### src/rcr_pkg.sv
// Purpose: Shared constants and types for the recording control register bank.
// Assumes: Byte addresses on a 7-bit serial register address, 16-bit registers.
// Notes: Every offset, field position, reset value and count lives here.
package rcr_pkg;

  // ****************************************************************
  // Register map
  // ****************************************************************
  localparam logic [6:0] ADDR_BIAS_LO = 7'h18;
  localparam logic [6:0] ADDR_BIAS_HI = 7'h19;
  localparam logic [6:0] ADDR_REC_LO = 7'h1a;
  localparam logic [6:0] ADDR_REC_HI = 7'h1b;
  localparam logic [15:0] BIAS_RESET = 16'h0000;
  localparam logic [15:0] REC_RESET = 16'h1102;
  // Bits 14 and 4 are unused and always read as zero.
  localparam logic [15:0] REC_WMASK = 16'hbfef;

  // ****************************************************************
  // Recording control fields
  // ****************************************************************
  localparam int REC_TIMEOUT_BIT = 15;
  localparam int REC_WIN_LSB = 12;
  localparam int REC_RATE_LSB = 8;
  localparam int REC_PDOWN_BIT = 7;
  localparam int REC_STATS_BIT = 6;
  localparam int REC_VEL_BIT = 5;
  localparam int REC_STORE_LSB = 2;
  localparam int REC_MODE_LSB = 0;

  // ****************************************************************
  // Serial frame layout and timing counts
  // ****************************************************************
  localparam int FRAME_BITS = 16;
  localparam int FRAME_WR_BIT = 15;
  localparam logic [2:0] STREAM_TIMEOUT_PERIODS = 3'd5;
  localparam logic [1:0] RATE_LAST_AT_RESET = 2'd3;

  typedef enum logic [1:0] {
    MODE_MANUAL_SPECTRUM = 2'b00,
    MODE_AUTO_SPECTRUM = 2'b01,
    MODE_TIME_CAPTURE = 2'b10,
    MODE_STREAMING = 2'b11
  } rcr_mode_e;

  typedef enum logic [1:0] {
    WIN_RECTANGULAR = 2'b00,
    WIN_HANNING = 2'b01,
    WIN_FLAT_TOP = 2'b10,
    WIN_UNUSED = 2'b11
  } rcr_window_e;

  typedef enum logic [1:0] {
    STORE_NONE = 2'b00,
    STORE_ON_ALARM = 2'b01,
    STORE_ALL = 2'b10,
    STORE_RESERVED = 2'b11
  } rcr_store_e;

endpackage

### src/rcr_frame_if.sv
// Purpose: Carries decoded serial frames between the port and the register bank.
// Assumes: One clock domain.
// Notes: The bank returns read data for rd_addr combinationally.
`timescale 1ns/1ps
interface rcr_frame_if;
  logic wr_stb;
  logic [6:0] wr_addr;
  logic [7:0] wr_data;
  logic [6:0] rd_addr;
  logic [15:0] rd_data;
  logic cs_fall;
  logic sclk_edge;

  modport port (
    output wr_stb, wr_addr, wr_data, rd_addr, cs_fall, sclk_edge,
    input rd_data
  );
  modport bank (
    input wr_stb, wr_addr, wr_data, rd_addr, cs_fall, sclk_edge,
    output rd_data
  );
endinterface

### src/rcr_regs.sv
// Purpose: Bias correction and recording control registers with their control effects.
// Assumes: All event inputs are one-cycle pulses synchronous to i_sys_clk.
// Notes: The spectrum, statistics and flash engines sit outside and obey these outputs.
`timescale 1ns/1ps
module rcr_regs (
  input wire logic i_sys_clk,
  input wire logic i_rst_b,
  input wire logic i_cs_b,
  input wire logic i_sclk,
  input wire logic i_mosi,
  output logic o_miso,
  input wire logic i_autonull_load,
  input wire logic [15:0] i_autonull_value,
  input wire logic i_capture_start,
  input wire logic i_capture_done,
  input wire logic i_alarm_exceeded,
  input wire logic i_timer_wake,
  input wire logic i_data_ready,
  input wire logic i_stream_pin,
  output logic [15:0] o_bias_correction,
  output logic [1:0] o_mode,
  output logic [1:0] o_window,
  output logic [1:0] o_rate_option,
  output logic o_rate_valid,
  output logic o_sleep,
  output logic o_stats_en,
  output logic o_velocity_en,
  output logic o_flash_store,
  output logic o_streaming
);

  // ****************************************************************
  // Serial port
  // ****************************************************************
  rcr_frame_if bus ();

  rcr_serial_port u_port (
    .i_sys_clk(i_sys_clk),
    .i_rst_b(i_rst_b),
    .i_cs_b(i_cs_b),
    .i_sclk(i_sclk),
    .i_mosi(i_mosi),
    .o_miso(o_miso),
    .bus(bus)
  );

  // ****************************************************************
  // Register storage
  // ****************************************************************
  logic [15:0] bias_q, bias_d;
  logic [15:0] rec_q, rec_d;

  always_comb begin
    bias_d = bias_q;
    rec_d = rec_q;
    if (bus.wr_stb) begin
      unique case (bus.wr_addr)
        rcr_pkg::ADDR_BIAS_LO: bias_d[7:0] = bus.wr_data;
        rcr_pkg::ADDR_BIAS_HI: bias_d[15:8] = bus.wr_data;
        rcr_pkg::ADDR_REC_LO: rec_d[7:0] = bus.wr_data & rcr_pkg::REC_WMASK[7:0];
        rcr_pkg::ADDR_REC_HI: rec_d[15:8] = bus.wr_data & rcr_pkg::REC_WMASK[15:8];
        default: begin
        end
      endcase
    end
    // The auto-null result is the freshest estimate, so it wins a same-cycle write.
    if (i_autonull_load) begin
      bias_d = i_autonull_value;
    end
  end

  always_ff @(posedge i_sys_clk or negedge i_rst_b) begin
    if (!i_rst_b) begin
      bias_q <= rcr_pkg::BIAS_RESET;
      rec_q <= rcr_pkg::REC_RESET;
    end else begin
      bias_q <= bias_d;
      rec_q <= rec_d;
    end
  end

  always_comb begin
    unique case (bus.rd_addr[6:1])
      rcr_pkg::ADDR_BIAS_LO[6:1]: bus.rd_data = bias_q;
      rcr_pkg::ADDR_REC_LO[6:1]: bus.rd_data = rec_q;
      default: bus.rd_data = 16'h0000;
    endcase
  end

  // ****************************************************************
  // Field decode
  // ****************************************************************
  rcr_pkg::rcr_mode_e mode;
  logic [1:0] win_raw;
  logic [1:0] store_raw;
  logic [3:0] rate_en;
  logic capture_mode;
  logic timeout_en;

  always_comb begin
    mode = rcr_pkg::rcr_mode_e'(rec_q[rcr_pkg::REC_MODE_LSB +: 2]);
    win_raw = rec_q[rcr_pkg::REC_WIN_LSB +: 2];
    store_raw = rec_q[rcr_pkg::REC_STORE_LSB +: 2];
    rate_en = rec_q[rcr_pkg::REC_RATE_LSB +: 4];
    timeout_en = rec_q[rcr_pkg::REC_TIMEOUT_BIT];
    capture_mode = (mode != rcr_pkg::MODE_STREAMING);
  end

  // ****************************************************************
  // Rate option rotation
  // ****************************************************************
  logic [1:0] last_q, last_d;
  logic [1:0] rate_q, rate_d;
  logic rvalid_q, rvalid_d;
  logic [1:0] next_opt;
  logic found;

  // Searching forward from the last used option covers one, two and four enables.
  always_comb begin
    next_opt = last_q;
    found = 1'b0;
    for (int k = 1; k <= 4; k++) begin
      if (!found && rate_en[2'(last_q + 2'(k))]) begin
        next_opt = 2'(last_q + 2'(k));
        found = 1'b1;
      end
    end
  end

  always_comb begin
    last_d = last_q;
    rate_d = rate_q;
    rvalid_d = rvalid_q;
    if (i_capture_start && capture_mode) begin
      rvalid_d = found;
      if (found) begin
        rate_d = next_opt;
        last_d = next_opt;
      end
    end
  end

  always_ff @(posedge i_sys_clk or negedge i_rst_b) begin
    if (!i_rst_b) begin
      last_q <= rcr_pkg::RATE_LAST_AT_RESET;
      rate_q <= 2'd0;
      rvalid_q <= 1'b0;
    end else begin
      last_q <= last_d;
      rate_q <= rate_d;
      rvalid_q <= rvalid_d;
    end
  end

  // ****************************************************************
  // Sleep, record storage and streaming
  // ****************************************************************
  logic sleep_q, sleep_d;
  logic store_q, store_d;
  logic halted_q, halted_d;
  logic [2:0] idle_q, idle_d;
  logic drdy_q, drdy_d;
  logic stream_q, stream_d;

  always_comb begin
    sleep_d = sleep_q;
    if (bus.cs_fall) begin
      sleep_d = 1'b0;
    end
    if (i_timer_wake && mode == rcr_pkg::MODE_AUTO_SPECTRUM) begin
      sleep_d = 1'b0;
    end
    // The set is checked last so a record that finishes in a wake cycle is not lost.
    if (i_capture_done && capture_mode && rec_q[rcr_pkg::REC_PDOWN_BIT]) begin
      sleep_d = 1'b1;
    end
  end

  always_comb begin
    store_d = 1'b0;
    if (i_capture_done && capture_mode) begin
      unique case (store_raw)
        rcr_pkg::STORE_ON_ALARM: store_d = i_alarm_exceeded;
        rcr_pkg::STORE_ALL: store_d = 1'b1;
        default: store_d = 1'b0;
      endcase
    end
  end

  // A ready period counts as missed when it rises with no serial clock since the last.
  always_comb begin
    drdy_d = i_data_ready;
    idle_d = idle_q;
    halted_d = halted_q;
    if (bus.sclk_edge) begin
      idle_d = 3'd0;
    end else if (i_data_ready && !drdy_q && stream_q) begin
      idle_d = (idle_q == rcr_pkg::STREAM_TIMEOUT_PERIODS) ? idle_q : idle_q + 3'd1;
    end
    if (timeout_en && idle_q == rcr_pkg::STREAM_TIMEOUT_PERIODS) begin
      halted_d = 1'b1;
    end
    // The halt holds until the host releases the stream pin or the mode leaves streaming.
    if (!i_stream_pin || mode != rcr_pkg::MODE_STREAMING) begin
      halted_d = 1'b0;
      idle_d = 3'd0;
    end
    stream_d = (mode == rcr_pkg::MODE_STREAMING) && i_stream_pin && !halted_d;
  end

  always_ff @(posedge i_sys_clk or negedge i_rst_b) begin
    if (!i_rst_b) begin
      sleep_q <= 1'b0;
      store_q <= 1'b0;
      halted_q <= 1'b0;
      idle_q <= 3'd0;
      drdy_q <= 1'b0;
      stream_q <= 1'b0;
    end else begin
      sleep_q <= sleep_d;
      store_q <= store_d;
      halted_q <= halted_d;
      idle_q <= idle_d;
      drdy_q <= drdy_d;
      stream_q <= stream_d;
    end
  end

  // ****************************************************************
  // Registered configuration outputs
  // ****************************************************************
  logic [1:0] win_q, win_d;
  logic stats_q, stats_d;
  logic vel_q, vel_d;

  always_comb begin
    win_d = rcr_pkg::WIN_RECTANGULAR;
    if (mode == rcr_pkg::MODE_MANUAL_SPECTRUM || mode == rcr_pkg::MODE_AUTO_SPECTRUM) begin
      win_d = (win_raw == rcr_pkg::WIN_UNUSED) ? rcr_pkg::WIN_RECTANGULAR : win_raw;
    end
    stats_d = rec_q[rcr_pkg::REC_STATS_BIT] && mode == rcr_pkg::MODE_TIME_CAPTURE;
    vel_d = rec_q[rcr_pkg::REC_VEL_BIT];
  end

  always_ff @(posedge i_sys_clk or negedge i_rst_b) begin
    if (!i_rst_b) begin
      win_q <= rcr_pkg::WIN_HANNING;
      stats_q <= 1'b0;
      vel_q <= 1'b0;
    end else begin
      win_q <= win_d;
      stats_q <= stats_d;
      vel_q <= vel_d;
    end
  end

  assign o_bias_correction = bias_q;
  assign o_mode = rec_q[rcr_pkg::REC_MODE_LSB +: 2];
  assign o_window = win_q;
  assign o_rate_option = rate_q;
  assign o_rate_valid = rvalid_q;
  assign o_sleep = sleep_q;
  assign o_stats_en = stats_q;
  assign o_velocity_en = vel_q;
  assign o_flash_store = store_q;
  assign o_streaming = stream_q;

endmodule

### src/rcr_serial_port.sv
// Purpose: Serial register port, 16-bit frames, clock idle high, sample on rising.
// Assumes: Serial pins are synchronous to i_sys_clk and sclk is at most a quarter of it.
// Notes: A read frame returns its data during the following frame.
`timescale 1ns/1ps
module rcr_serial_port (
  input wire logic i_sys_clk,
  input wire logic i_rst_b,
  input wire logic i_cs_b,
  input wire logic i_sclk,
  input wire logic i_mosi,
  output logic o_miso,
  rcr_frame_if.port bus
);

  logic cs_b_q, cs_b_d;
  logic sclk_q, sclk_d;
  logic [15:0] shift_q, shift_d;
  logic [15:0] tx_q, tx_d;
  logic [3:0] cnt_q, cnt_d;
  logic miso_q, miso_d;
  logic wr_q, wr_d;
  logic [6:0] wa_q, wa_d;
  logic [7:0] wd_q, wd_d;
  logic [6:0] ra_q, ra_d;
  logic fall_q, fall_d;
  logic edge_q, edge_d;
  logic [15:0] frame;

  always_comb begin
    cs_b_d = i_cs_b;
    sclk_d = i_sclk;
    shift_d = shift_q;
    tx_d = tx_q;
    cnt_d = cnt_q;
    miso_d = miso_q;
    wr_d = 1'b0;
    wa_d = wa_q;
    wd_d = wd_q;
    ra_d = ra_q;
    fall_d = cs_b_q & ~i_cs_b;
    edge_d = 1'b0;
    frame = {shift_q[14:0], i_mosi};
    if (i_cs_b) begin
      cnt_d = 4'd0;
    end else if (cs_b_q) begin
      // Preload the answer so its top bit is valid before the first edge.
      tx_d = {bus.rd_data[14:0], 1'b0};
      miso_d = bus.rd_data[15];
    end else if (sclk_q & ~i_sclk) begin
      if (cnt_q != 4'd0) begin
        miso_d = tx_q[15];
        tx_d = {tx_q[14:0], 1'b0};
      end
    end else if (~sclk_q & i_sclk) begin
      edge_d = 1'b1;
      shift_d = frame;
      cnt_d = cnt_q + 4'd1;
      if (cnt_q == 4'(rcr_pkg::FRAME_BITS - 1)) begin
        if (frame[rcr_pkg::FRAME_WR_BIT]) begin
          wr_d = 1'b1;
          wa_d = frame[14:8];
          wd_d = frame[7:0];
        end else begin
          ra_d = frame[14:8];
        end
      end
    end
  end

  always_ff @(posedge i_sys_clk or negedge i_rst_b) begin
    if (!i_rst_b) begin
      cs_b_q <= 1'b1;
      sclk_q <= 1'b1;
      shift_q <= 16'h0000;
      tx_q <= 16'h0000;
      cnt_q <= 4'd0;
      miso_q <= 1'b0;
      wr_q <= 1'b0;
      wa_q <= 7'h00;
      wd_q <= 8'h00;
      ra_q <= 7'h00;
      fall_q <= 1'b0;
      edge_q <= 1'b0;
    end else begin
      cs_b_q <= cs_b_d;
      sclk_q <= sclk_d;
      shift_q <= shift_d;
      tx_q <= tx_d;
      cnt_q <= cnt_d;
      miso_q <= miso_d;
      wr_q <= wr_d;
      wa_q <= wa_d;
      wd_q <= wd_d;
      ra_q <= ra_d;
      fall_q <= fall_d;
      edge_q <= edge_d;
    end
  end

  assign o_miso = miso_q;
  assign bus.wr_stb = wr_q;
  assign bus.wr_addr = wa_q;
  assign bus.wr_data = wd_q;
  assign bus.rd_addr = ra_q;
  assign bus.cs_fall = fall_q;
  assign bus.sclk_edge = edge_q;

endmodule

### config.mk
export PLATFORM = sky130hd
export DESIGN_NAME = rcr_regs
export DESIGN_NICKNAME = d
export VERILOG_FILES = /design/src/rcr_pkg.sv /design/src/rcr_frame_if.sv /design/src/rcr_regs.sv /design/src/rcr_serial_port.sv
export SDC_FILE = /design/constraint.sdc
export NUM_CORES = 1
export LEC_CHECK = 0
export BUFFER_PORTS_ARGS = -buffer_cell sky130_fd_sc_hd__buf_2
export CAP_MARGIN = 40
export CORE_ASPECT_RATIO = 0.9
export CORE_UTILIZATION = 54
export CTS_BUF_LIST = sky130_fd_sc_hd__clkbuf_2 sky130_fd_sc_hd__clkbuf_4 sky130_fd_sc_hd__clkbuf_8
export DETAILED_ROUTE_END_ITERATION = 12
export GPL_TIMING_DRIVEN = 0
export PLACE_DENSITY = 0.78
export SLEW_MARGIN = 40
export SYNTH_ARGS = -nofsm -noshare
export SYNTH_HDL_FRONTEND = slang
export SYNTH_SLANG_ARGS = --single-unit
### constraint.sdc
create_clock -name i_sys_clk -period 1.6 [get_ports i_sys_clk]
set_input_delay 0.4 -clock i_sys_clk [delete_from_list [all_inputs] [get_ports i_sys_clk]]
set_output_delay 0.4 -clock i_sys_clk [all_outputs]
set_load 0.05 [all_outputs]
* Word level (Yosys, flattened, before mapping)
Index checks and enable logic that the tools add are counted.
Word-level totals: input port bits 28, flip-flop bits (word level) 110, logic and storage cells 160
Cells by class: magnitude comparators 4, multiplexer cells 54, equal/unequal tests 18, add/sub/neg operators 5, reduce and logical (&&, ||, !) cells 42, bitwise gates (word level) 9
Operator list (count):
- two-way mux 16 bit | 5
- one-hot mux 16 bit (2 select lines) | 1
- == test 7 x 5 -> 1 bit (second input constant) | 4
- two-way mux 1 bit | 27
- two-way mux 4 bit | 4
- two-way mux 8 bit | 2
- logical AND 1 bit | 13
- == test 6 x 4 -> 1 bit (second input constant) | 2
- < comparator 2 x 3 -> 1 bit (second input constant) | 4
- two-way mux 2 bit | 6
- two-way mux 3 bit | 4
- AND reduction 2 bit | 6
- AND reduction 6 bit | 2
- nonzero test 2 bit | 6
- binary-select mux 1 bit (select 2 bit) | 4
- == test 2 bit (second input constant) | 4
- zero test 1 bit | 6
- inequality test 2 bit (second input constant) | 3
- inverter 1 bit | 6
- AND reduction 3 bit | 2
- nonzero test 3 bit | 2
- adder 2 bit (second input constant) | 2
- adder 4 x 1 -> 4 bit (second input constant) | 1
- == test 2 x 1 -> 1 bit (second input constant) | 2
- 11 further kinds | 14

* Depth between registers and ports, before layout
Gate-level depths: netlist of the first run.
word-level depth 14, gate-level depth with buffers 6, mapped depth without buffers 5

* Modules after synthesis
From an unflattened synthesis of the first run, not the netlist that was laid out.
Second synthesis, totals: cells, all modules 403, area, all modules 5024.8 sq um
By module, submodules not included:
- rcr_serial_port | seq. area each 1554.0 sq um, area an instance 2636.3 sq um, cells an instance 198, instances 1
- rcr_regs | seq. area each 1183.6 sq um, area an instance 2388.5 sq um, cells an instance 205, instances 1

* Least setup slack after synthesis of the first run
Ideal clock, no wire load.
path type register -> register, start register u_port.sclk_q, end register u_port.tx_q[10], buffers on the path 1, setup slack -0.154 ns, clock period less this slack 1.754 ns, arrival time 1.631 ns, stages on the path, launching flop included 6, cells stage by stage dfstp_2 > nand2b_1 > a211o_1 > or2_2 > buf_2 > o221a_2
On the way: cells in the longest elaborated chain, start to end 3
RTL lines:
- start, declared | line rcr_serial_port.sv:16 | logic sclk_q, sclk_d;
- start signal, assigned | line rcr_serial_port.sv:86 | sclk_q <= sclk_d;
- AND 1 bit | line rcr_serial_port.sv:49 | end else if (sclk_q & ~i_sclk) begin
- nonzero test 2 bit (no line)
- AND reduction 3 bit (no line)
- end signal, assigned | line rcr_serial_port.sv:88 | tx_q <= tx_d;
- end, declared | line rcr_serial_port.sv:18 | logic [15:0] tx_q, tx_d;
No other way between the ends. A chain may end at the register's enable or synchronous reset.

* Worst setup path after layout of the first run
start register u_port.cnt_q[0], end register u_port.tx_q[10]
On the way: cells in the longest elaborated chain, start to end 3
RTL lines:
- start, declared | line rcr_serial_port.sv:19 | logic [3:0] cnt_q, cnt_d;
- start signal, assigned | line rcr_serial_port.sv:89 | cnt_q <= cnt_d;
- nonzero test 4 bit | line rcr_serial_port.sv:50 | if (cnt_q != 4'd0) begin
- nonzero test 2 bit (no line)
- AND reduction 3 bit (no line)
No other way between the ends.

==> results of run 1 <==
==> state kept, by name (all words and copies together), names as in the netlist, 2 cells and up <==
register	count
o_rate_option	2
o_window	2
u_port.bus.wr_addr	7
last_q	2
u_port.cnt_q	4
u_port.bus.wr_data	8
u_port.tx_q	15
u_port.shift_q	15
rec_q	14
idle_q	3
u_port.bus.rd_addr	6
o_bias_correction	16
==> stage by stage <==
stage	instances	TNS (ns)	power [mW]	utilization, %	area [um^2]
after floorplan	382	-1.58	3.39	-	4960
after global placement	557	-119.04	3.60	62.4	5390
after detailed placement	558	-15.64	3.64	62.8	5430
after CTS	590	-2.05	5.40	68.2	5900
after global routing	595	-3.95	5.62	70.2	6070
final	595	-1.84	5.43	70.2	6070
==> final cells by class <==
cell class / instances / area, um^2 / share of cell area, %
buffer: 19 / 154 / 2.53
clock buffer: 10 / 131 / 2.16
clock inverter: 6 / 81.3 / 1.34
inverter: 9 / 33.8 / 0.556
multi-input combinational: 243 / 2230 / 36.7
sequential: 108 / 2710 / 44.7
tap: 119 / 149 / 2.45
timing repair buffer: 81 / 579 / 9.54
==> placed cells by master, fill, tap and decap left out, types with 4 or more instances in the layout <==
master	Yosys	final
sky130_fd_sc_hd__o21ai_0	32	9
sky130_fd_sc_hd__a21oi_1	9	9
sky130_fd_sc_hd__dfstp_2	8	8
sky130_fd_sc_hd__mux2i_1	30	29
sky130_fd_sc_hd__buf_4	3	18
sky130_fd_sc_hd__o21ai_1	0	19
sky130_fd_sc_hd__mux2_4	9	20
sky130_fd_sc_hd__nor2_1	13	12
sky130_fd_sc_hd__clkbuf_1	12	5
sky130_fd_sc_hd__inv_1	9	8
sky130_fd_sc_hd__buf_2	5	55
sky130_fd_sc_hd__nand2_1	34	34
sky130_fd_sc_hd__ha_1	6	4
sky130_fd_sc_hd__clkbuf_8	0	10
sky130_fd_sc_hd__mux2_2	46	35
sky130_fd_sc_hd__o21ai_2	0	4
sky130_fd_sc_hd__o221a_4	0	11
sky130_fd_sc_hd__buf_6	2	8
sky130_fd_sc_hd__dfrtp_1	100	99
==> how the worst max path moves through the flow <==
stage | end | slack (ns) | start | cells after the start
after floorplan | u_port.bus.rd_addr[1] | -0.09 | i_sclk | 6
after global placement | o_bias_correction[9] | -1.03 | i_rst_b | 1
after detailed placement | u_port.shift_q[7] | -0.37 | i_sclk | 6
after CTS | u_port.tx_q[11] | -0.12 | u_port.cnt_q[1] | 6
after global routing | o_bias_correction[12] | -0.19 | u_port.bus.wr_addr[5] | 4
final | u_port.tx_q[10] | -0.13 | u_port.cnt_q[0] | 6
==> metal layers <==
layer,wire [um],track usage (%),vias to the layer above,share of wire (%)
li1,-,-,1545,-
met1,5100,34.5,1664,45
met2,5550,40.6,81,49
met3,460,6.17,16,4.1
met4,151,6.55,0,1.3
met5,0,0,-,0
==> report_power, final <==
part           switching (mW)  leakage (nW)  internal (mW)
Clock                   0.986         0.108          0.775
Combinational           0.378          1.38          0.270
Sequential              0.142          1.41           2.88
Total                    1.51          2.91           3.92
==> cells by family (layout without fill, tap and decap cells) <==
| kind of cell | after synthesis | after routing | share of synthesized area [%] |
|---|---|---|---|
| xor gates and xnor gates | 4 | 4 | 0.723 |
| buffers and inverters | 31 | 125 | 3.07 |
| muxes | 85 | 85 | 19.7 |
| and+or+nand+nor | 78 | 78 | 9.26 |
| DFF | 108 | 108 | 55.9 |
| AOI/OAI and AO/OA | 70 | 70 | 9.78 |
| adders and majority gates | 6 | 6 | 1.55 |
==> worst reg2reg max path, stage by stage, from the launching register on <==
cell	delay (ns)
sky130_fd_sc_hd__dfrtp_1	0.38
sky130_fd_sc_hd__inv_1	0.08
sky130_fd_sc_hd__ha_4	0.16
sky130_fd_sc_hd__a211o_4	0.33
sky130_fd_sc_hd__or2_4	0.27
sky130_fd_sc_hd__buf_8	0.14
sky130_fd_sc_hd__o221a_4	0.25
==> what timing repair did <==
item | 4_1_cts | 5_1_grt
cloned | 2 | 1
endpoints found under the setup margin | 81 | 63
gates resized for setup | 41 | 43
pin swaps | 6 | 9
setup buffers | 15 | 5
endpoints found under the hold margin | 38 | 0
hold buffers | 1 | 0
==> flow_summary_export.csv, run 1 <==
group,metric,value,unit
worst_hold_path,timing.hold.worst.start,"i_sclk",
yosys,cell_count_after_synthesis,382,
sta,setup_violations,27,
yosys,synth.top_cells.by_count,"100 x sky130_fd_sc_hd__dfrtp_1, 46 x sky130_fd_sc_hd__mux2_2, 34 x sky130_fd_sc_hd__nand2_1",
drt,avgRoutedWirePerCell,18.9,um
yosys,yosys.cell_types.count,48,
final_layout,final.fill_count,594,
worst_hold_path,hold_path.class,"in -> reg",
yosys,synth_enable_flop_cells,0,
sta,finalCritPeriodShare,108,%
final_layout,antennaDiodeCount,0,
yosys,postSynth.asyncResetShare,100,%
drt,routed_wl,11.3,mm
clocking,cts.reportedPaths.clkPinSlew,0.11,ns
global_route,first_global_vias,3384,
sta,fmax,0.579,GHz
sta,fin_worst_hold_slack,0.140,ns
critical_path,critical-path-top-delay-family,"compound AO/OA/AOI/OAI gates",
critical_path,worst-r2r-setup-slack,-0.13,ns
sta,timing_max_transition_violations_final,0,
drt,routed_via_density,5.56,
critical_path,critPathMaxFanout,5,
sta,finalWorstSetupSlack,-0.126,ns
critical_path,worst_setup_path_end_kind,"flip-flop",
outcome,run_status,"finished with violations",
critical_path,crit_chain,"inv_1 > ha_4 > a211o_4 > or2_4 > buf_8 > o221a_4",
drt,detail-route-antenna-nets,0,
critical_path,worstSetupStartpointType,"flip-flop",
yosys,synth.largest_area_cell,"sky130_fd_sc_hd__dfrtp_1",
placed_design,preCtsSetupSlack,-0.368,ns
yosys,synth_area_per_cell,12.7,um^2
drt,vias,3306,
clocking,htree_num_levels,3,
outcome,failed_checks,"setup timing",
power,power-per-cell-area,893,nW/um^2
floorplanning,floorplan.io_pins,57,
critical_path,worst-setup-path-type,"reg -> reg",
drt,post-route-drc-count,0,
global_route,grt_first_pass_wirelength,17.6,mm
sta,clock-skew-final,0.0196,ns
placed_design,gp_routability_congestion,0.829,
critical_path,cp_slowest_cell,"sky130_fd_sc_hd__dfrtp_1",
floorplanning,die_area,9360,um^2
drt,detailedRoute.firstPassIterationCount,4,
power,worst_case_vdd_ir_drop,0.496,mV
worst_hold_path,min_delay_worst_endpoint,"u_port.sclk_q",
floorplanning,chipWidth,102,um
floorplanning,rows,32,
clocking,tritoncts,"yes",
placed_design,buffer_ports.inserted,56,
yosys,synth_ff_type,"sky130_fd_sc_hd__dfrtp_1",
sta,max_slew_margin,61.7,%
final_layout,layout_stage_area_growth_over_the_synthesis_result,25.3,%
drt,number_of_drc_markers_after_the_initial_detailed_route_iteration,139,
global_route,grtUsageTotal,25.3,%
sta,layout_min_cycle_time,1.73,ns
critical_path,critical_path.max_stage_delay,0.38,ns
worst_hold_path,worstHoldPathCells,1,
final_layout,nets,505,
critical_path,cp.required,1.87,ns
yosys,ys_top_cells_by_area,"sky130_fd_sc_hd__dfrtp_1 52%, sky130_fd_sc_hd__mux2_2 11%, sky130_fd_sc_hd__mux2i_1 6.2%",
critical_path,critical_path.reg2reg.startpoint,"u_port.cnt_q[0]",
job,maxCapViolations,0,
critical_path,cp.buffers_inverters,2,
yosys,syn-cell-area,4850,um^2
clocking,clock_sinks,108,
critical_path,reg2reg_depth,6,
yosys,synth_seq_cells,108,
clocking,cts_root_buf,"sky130_fd_sc_hd__clkbuf_8",
floorplanning,die_h,91.9,um
global_route,overflow,0,
clocking,clock_tree.buffer_depth,2,
sta,hold_vio_cnt_final,0,
floorplanning,floorplan.initialDensity,56.1,%
clocking,clk-insertion-delay-late,0.38,ns
yosys,yosysWarnings,0,
sta,grt_setup_unrepaired,"yes",
critical_path,reg2reg_to,"u_port.tx_q[10]",
yosys,mappedNetlistNets,416,
yosys,most_numerous_cell_in_the_yosys_netlist,"sky130_fd_sc_hd__dfrtp_1",
floorplanning,core_area,8650,um^2
placed_design,half_perimeter_wire_length_of_the_detailed_placement_result,7.34,mm
clocking,number_of_clock_buffers_inserted_by_tritoncts,9,
global_route,largest_net_degree_at_the_start_of_global_routing,66,
final_layout,drive_above_1_share,44.7,%
sta,worstMarginPinSlew,0.575,ns
critical_path,cp.arrival,1.99,ns
yosys,yosys.area.top_type_share,51.6,%
power,total_leakage_power,2.91,nW
global_route,grt_antenna_before_repair,0,
yosys,synth.yosys.seq_area_share,55.9,%
(Power assumes the default switching activity.)
==> inputs of run 2 (changes only) <==
- CORE_UTILIZATION: 54 -> 60
- PLACE_DENSITY: 0.78 -> 0.82
- TNS_END_PERCENT: default -> 30
- clock period: 1.6 -> 2.07 ns (I/O delays scaled with it)
==> run 2 against run 1 <==
Against the previous run:
- the flow now finishes without violations
- critical path depth is 1 lower
- utilization is 0.88 points higher
- global-route usage is 0.26 points higher
- maximum frequency is 12% lower
- combinational power is 34% lower
- hold slack better by 0.11 ns
- register-to-register slack better by 0.24 ns
- first-iteration DRC count is 34% higher
==> flow_summary_export.csv, run 2 (synthesis results as in run 1) <==
group,metric,value,unit
global_route,largest_net_degree_at_the_start_of_global_routing,80,
critical_path,critical_path.reg2reg.startpoint,"u_port.bus.rd_addr[1]",
global_route,grt.busiest_layer,"met2",
global_route,grt_antenna_before_repair,0,
global_route,grt_first_pass_wirelength,16.5,mm
sta,finalCritPeriodShare,94.5,%
worst_hold_path,hold_path.class,"in -> reg",
final_layout,mostFrequentLayoutCell,"sky130_fd_sc_hd__dfrtp_1",
sta,setup-tns-final,0,ns
critical_path,cp.arrival,2.22,ns
drt,detail-route-antenna-nets,0,
final_layout,layout_common_cells,"100 x sky130_fd_sc_hd__dfrtp_1, 60 x sky130_fd_sc_hd__buf_2, 46 x sky130_fd_sc_hd__mux2_2",
clocking,clk-insertion-delay-late,0.37,ns
clocking,cts_root_buf,"sky130_fd_sc_hd__clkbuf_8",
clocking,tritoncts,"yes",
outcome,run_status,"finished clean",
job,maxCapViolations,0,
floorplanning,chipWidth,96.8,um
power,net-switching-power,1.07,mW
sta,timing_max_transition_violations_final,0,
drt,vias,3184,
floorplanning,core_area,7690,um^2
critical_path,worstSetupStartpointType,"flip-flop",
drt,routed_wl,10.0,mm
critical_path,crit_chain,"buf_2 > clkbuf_1 > mux2i_1 > o21ai_0 > o221a_2",
power,proportion_of_power_drawn_by_flip_flops_and_latches,59.0,%
worst_hold_path,timing.hold.worst.start,"i_sclk",
worst_hold_path,min_delay_worst_endpoint,"u_port.sclk_q",
floorplanning,floorplan.initialDensity,63.0,%
power,internal-power,2.86,mW
sta,clock-skew-final,0.00560,ns
sta,grt_setup_unrepaired,"no",
clocking,cts.reportedPaths.clkPinSlew,0.10,ns
clocking,clock_sinks,108,
final_layout,final_core_util,71.1,%
sta,hold_vio_cnt_final,0,
final_layout,antennaDiodeCount,0,
clocking,htree_num_levels,3,
sta,fmax,0.511,GHz
floorplanning,rows,30,
final_layout,layout_stage_area_growth_over_the_synthesis_result,12.9,%
placed_design,gp_routability_congestion,0.832,
drt,number_of_drc_markers_after_the_initial_detailed_route_iteration,186,
global_route,met3_usage,6.02,%
power,clock_power_share,30.1,%
critical_path,critPathMaxFanout,10,
critical_path,worst_setup_path_end_kind,"flip-flop",
critical_path,reg2reg_to,"u_port.tx_q[11]",
placed_design,buffer_ports.inserted,56,
global_route,grtUsageTotal,25.5,%
drt,avgRoutedWirePerCell,18.2,um
critical_path,critical_path.max_stage_delay,0.60,ns
sta,setup_violations,0,
final_layout,sequential_cell_area,2710,um^2
sta,layout_min_cycle_time,1.96,ns
floorplanning,die_h,87.3,um
power,power_switching_share,27.2,%
drt,detailedRoute.firstPassIterationCount,5,
clocking,clock_tree.buffer_depth,2,
final_layout,final.fill_count,556,
global_route,first_global_vias,3234,
critical_path,cp_slowest_cell,"sky130_fd_sc_hd__clkbuf_1",
critical_path,worst-r2r-setup-slack,0.11,ns
final_layout,drive_above_1_share,36.4,%
floorplanning,floorplan.io_pins,57,
drt,post-route-drc-count,0,
critical_path,reg2reg_depth,5,
global_route,met1_usage,35.5,%
final_layout,max_ffs_per_register,16,
global_route,overflow,0,
power,power-per-cell-area,717,nW/um^2
global_route,global_route.usage.met2,41.2,%
power,worst_case_vdd_ir_drop,0.510,mV
power,total_leakage_power,2.65,nW
floorplanning,die_area,8440,um^2
placed_design,half_perimeter_wire_length_of_the_detailed_placement_result,7.30,mm
clocking,number_of_clock_buffers_inserted_by_tritoncts,9,
sta,worstMarginPinSlew,0.788,ns
final_layout,nets,485,
final_layout,area_occupied_by_multi_input_gates,1990,um^2
drt,routed_via_density,5.77,
worst_hold_path,worstHoldPathCells,1,
power,pwr-share-comb,10.9,%
critical_path,cp.required,2.33,ns
sta,max_slew_margin,47.1,%
critical_path,worst-setup-path-type,"reg -> reg",
-- run 2: cell types whose count changed in the layout (fill, tap and decap cells not counted), moves of 4 or more --
cell,change
sky130_fd_sc_hd__mux2_2,+11
sky130_fd_sc_hd__clkbuf_1,+7
sky130_fd_sc_hd__o221a_4,-11
sky130_fd_sc_hd__buf_2,+5
sky130_fd_sc_hd__o21ai_0,+22
sky130_fd_sc_hd__o21ai_2,-4
sky130_fd_sc_hd__buf_4,-15
sky130_fd_sc_hd__buf_6,-6
sky130_fd_sc_hd__o21ai_1,-18
sky130_fd_sc_hd__o221a_2,+11
sky130_fd_sc_hd__mux2_4,-11
-- run 2: layout make-up --
cell class | count | area share (%)
Sequential cell | 108 | 49.6
Multi-Input combinational cell | 243 | 36.3
Timing Repair Buffer | 58 | 5.99
Clock buffer | 11 | 2.54
Tap cell | 96 | 2.19
Buffer | 22 | 2.10
Clock inverter | 5 | 0.686
Inverter | 9 | 0.617
-- run 2: metrics by stage --
stage               cell area, um^2  total power, mW  std cells  worst slack (ns)  hold slack (ns)
global route                   5470             4.07        552            0.0449            0.240
finish                         5470             3.92        552             0.113            0.253
global placement               5250             2.76        534            -0.657            0.403
detailed placement             5290             2.79        535          -0.00180            0.390
floorplan                      4850             2.60        382             0.255            0.222
CTS                            5470             3.96        552             0.133            0.241
-- run 2: power by group through the flow --
stage	registers [mW]	clock network, mW	logic, mW
floorplan	2.43	0	0.167
global placement	2.35	0	0.409
detailed placement	2.35	0	0.434
CTS	2.31	1.21	0.434
global route	2.33	1.28	0.469
finish	2.31	1.18	0.429
-- run 2: worst max-delay path: cells and delay by family, from the launching register on --
kind / cells / cell delay [ns]
compound gates: 2 / 0.30
mux: 1 / 0.38
flops: 1 / 0.33
buf+inv: 2 / 0.82
-- run 2: what timing repair did --
item | in CTS | in global routing
endpoints found under the setup margin | 0 | 1
hold buffers | 1 | 0
resized for setup | 0 | 1
buffers inserted | 0 | 0
hold endpoints to repair | 28 | 0
-- run 2: worst max-delay path by stage --
| stage | start | slack [ns] | cells past startpoint | endpoint |
|---|---|---|---|---|
| after floorplan | i_sclk | 0.25 | 6 | u_port.bus.rd_addr[1] |
| after global placement | i_rst_b | -0.66 | 1 | rec_q[10] |
| after detailed placement | i_sclk | -0.002 | 6 | u_port.tx_q[11] |
| after CTS | u_port.bus.rd_addr[2] | 0.13 | 5 | u_port.tx_q[6] |
| after global routing | u_port.cnt_q[0] | 0.04 | 6 | u_port.tx_q[11] |
| final | u_port.bus.rd_addr[1] | 0.11 | 5 | u_port.tx_q[11] |
-- run 2: layer usage --
metal  wire length [um]  part of all wire [%]  vias up
li1                   -                     -     1505
met3                409                   4.1       12
met4                102                   1.0        0
met5                  0                     0        -
met1               4630                    46     1605
met2               4910                    49       62
==> inputs of run 3 (changes only) <==
- CORE_UTILIZATION: 60 -> 25
- PLACE_DENSITY: 0.82 -> default
==> run 3 against run 2 <==
Against the previous run:
- critical path depth grew 1
- worst setup slack better by 0.023 ns
- clock power rose by 25%
- die area is 140% higher
- non-clock buffer count decreased by 1
- flip-flop and latch count unchanged
- wire length rose by 12%
- combinational power up 1%
- count of clock-buffer cells in the layout grew 1
- first-iteration DRC count grew 27%
- critical endpoint unchanged
==> flow_summary_export.csv, run 3 (synthesis results as in run 1) <==
group,metric,value,unit
critical_path,worst-setup-path-type,"reg -> reg",
drt,number_of_drc_markers_after_the_initial_detailed_route_iteration,236,
critical_path,crit_start,"u_port.cnt_q[0]",
global_route,first_global_vias,3378,
clocking,tritoncts,"yes",
floorplanning,floorplan.initialDensity,25.9,%
drt,detailedRoute.firstPassIterationCount,4,
power,power-per-cell-area,739,nW/um^2
sta,setup_violations,0,
sta,fmax,0.517,GHz
job,maxCapViolations,0,
clocking,cts.reportedPaths.clkPinSlew,0.10,ns
critical_path,critPathMaxFanout,10,
clocking,ctsResizeCount,0,
power,worst_case_vdd_ir_drop,0.307,mV
drt,routed_wl,11.3,mm
drt,routed_via_density,4.56,
critical_path,cp_slowest_cell,"sky130_fd_sc_hd__dfrtp_1",
critical_path,crit_chain,"inv_1 > ha_1 > a211o_1 > or2_2 > buf_2 > o221a_2",
placed_design,gp_routability_congestion,0.752,
final_layout,layout_common_cells,"100 x sky130_fd_sc_hd__dfrtp_1, 60 x sky130_fd_sc_hd__buf_2, 46 x sky130_fd_sc_hd__mux2_2",
final_layout,max_ffs_per_register,16,
final_layout,drive_above_1_share,36.7,%
final_layout,final.fill_count,1927,
global_route,grt_first_pass_wirelength,18.3,mm
critical_path,worst-r2r-setup-slack,0.14,ns
global_route,grt_antenna_before_repair,0,
final_layout,antennaDiodeCount,0,
worst_hold_path,hold_path.class,"in -> async",
final_layout,layout_stage_area_growth_over_the_synthesis_result,17.7,%
critical_path,worstSetupStartpointType,"flip-flop",
sta,grt_setup_unrepaired,"no",
outcome,run_status,"finished clean",
clocking,post_cts.repair.setup_buffers,0,
critical_path,critical_path.max_stage_delay,0.42,ns
power,total_leakage_power,2.67,nW
sta,layout_min_cycle_time,1.93,ns
sta,setup-tns-final,0,ns
final_layout,final-instance-count-excl-fill,700,
sta,max_slew_margin,50.8,%
clocking,cts_root_buf,"sky130_fd_sc_hd__clkbuf_8",
critical_path,cp.required,2.33,ns
placed_design,half_perimeter_wire_length_of_the_detailed_placement_result,8.35,mm
sta,clock-skew-final,0.0123,ns
sta,worstMarginPinSlew,0.728,ns
global_route,overflow,0,
floorplanning,die_area,20000,um^2
global_route,grtUsageTotal,12.0,%
critical_path,reg2reg_depth,6,
floorplanning,core_area,18700,um^2
power,total_power,4.22,mW
final_layout,mostFrequentLayoutCell,"sky130_fd_sc_hd__dfrtp_1",
floorplanning,die_h,134,um
floorplanning,rows,47,
placed_design,placed_cells_incl_taps,684,
drt,detail-route-antenna-nets,0,
clocking,clock_sinks,108,
clocking,clock_tree.buffer_depth,2,
clocking,clk-insertion-delay-late,0.38,ns
critical_path,critical_path.reg2reg.startpoint,"u_port.cnt_q[0]",
sta,finalCritPeriodShare,93.4,%
drt,avgRoutedWirePerCell,16.1,um
global_route,largest_net_degree_at_the_start_of_global_routing,67,
sta,hold_vio_cnt_final,0,
floorplanning,chipWidth,149,um
clocking,htree_num_levels,3,
drt,vias,3191,
critical_path,reg2reg_to,"u_port.tx_q[11]",
critical_path,cp.arrival,2.19,ns
clocking,number_of_clock_buffers_inserted_by_tritoncts,9,
placed_design,buffer_ports.inserted,56,
floorplanning,floorplan.io_pins,57,
sta,timing_max_transition_violations_final,0,
drt,post-route-drc-count,0,
critical_path,worst_setup_path_end_kind,"flip-flop",
final_layout,nets,484,
clocking,post_cts_hold_buffer_count,0,
[run 3: cell types whose count changed in the layout (fill, tap and decap cells not counted)]
cell / delta
sky130_fd_sc_hd__clkinv_2: -1
sky130_fd_sc_hd__clkbuf_1: -1
sky130_fd_sc_hd__clkbuf_4: -1
sky130_fd_sc_hd__dlygate4sd3_1: -1
sky130_fd_sc_hd__clkbuf_8: +2
sky130_fd_sc_hd__o21ai_1: -1
sky130_fd_sc_hd__buf_4: +1
sky130_fd_sc_hd__bufinv_16: +2
sky130_fd_sc_hd__clkinv_4: -1
sky130_fd_sc_hd__inv_8: -1
sky130_fd_sc_hd__o21ai_0: +1
[run 3: per-layer routing]
layer | vias up | track usage [%] | share of wire [%]
li1 | 1500 | - | -
met2 | 49 | 20.3 | 49
met1 | 1629 | 15.0 | 46
met5 | - | 0 | 0
met3 | 13 | 2.45 | 2.7
met4 | 0 | 4.99 | 1.9
[run 3: critical path: cells and delay by family, from the launching register on]
family	cells	cell delay, ns
AOI/OAI and AO/OA	2	0.63
DFF	1	0.42
and+or+nand+nor	1	0.32
buffers and inverters	2	0.25
adders and majority gates	1	0.19
[run 3: how the worst max path moves through the flow]
| stage | to | slack (ns) | cells after the start |
|---|---|---|---|
| final | u_port.tx_q[11] | 0.14 | 6 |
| after global routing | u_port.tx_q[7] | 0.03 | 5 |
| after CTS | u_port.tx_q[6] | 0.10 | 5 |
| after detailed placement | u_port.tx_q[9] | -0.001 | 6 |
| after global placement | o_rate_option[1] | -0.75 | 1 |
| after floorplan | u_port.bus.rd_addr[1] | 0.25 | 6 |
[run 3: per-stage QoR]
| stage | setup slack [ns] | utilization (%) | area, um^2 | hold WS, ns |
|---|---|---|---|---|
| 6_report | 0.137 | 30.5 | 5710 | 0.0233 |
| 4_1_cts | 0.104 | 30.5 | 5700 | 0.0201 |
| 5_1_grt | 0.0256 | 30.5 | 5710 | 0.0257 |
| 2_1_floorplan | 0.255 | - | 4850 | 0.222 |
| 3_3_place_gp | -0.745 | 29.1 | 5440 | 0.441 |
| 3_5_place_dp | -0.00128 | 29.3 | 5470 | 0.432 |
[run 3: report_power, final]
group,internal [mW],total [mW],switching [mW]
Clock,0.760,1.47,0.710
Combinational,0.161,0.435,0.273
Sequential,2.22,2.31,0.0919
Total,3.14,4.22,1.08
[run 3: layout make-up]
class                   count  area [um^2]  share of cell area [%]
multi-input cells         243         1990                    34.8
inverters                   9         33.8                   0.592
plain buffers              21          111                    1.95
well taps                 245          307                    5.37
flip-flops and latches    108         2710                    47.5
repair buffers             58          325                    5.70
clock buffers              12          159                    2.78
clock inverters             4         72.6                    1.27
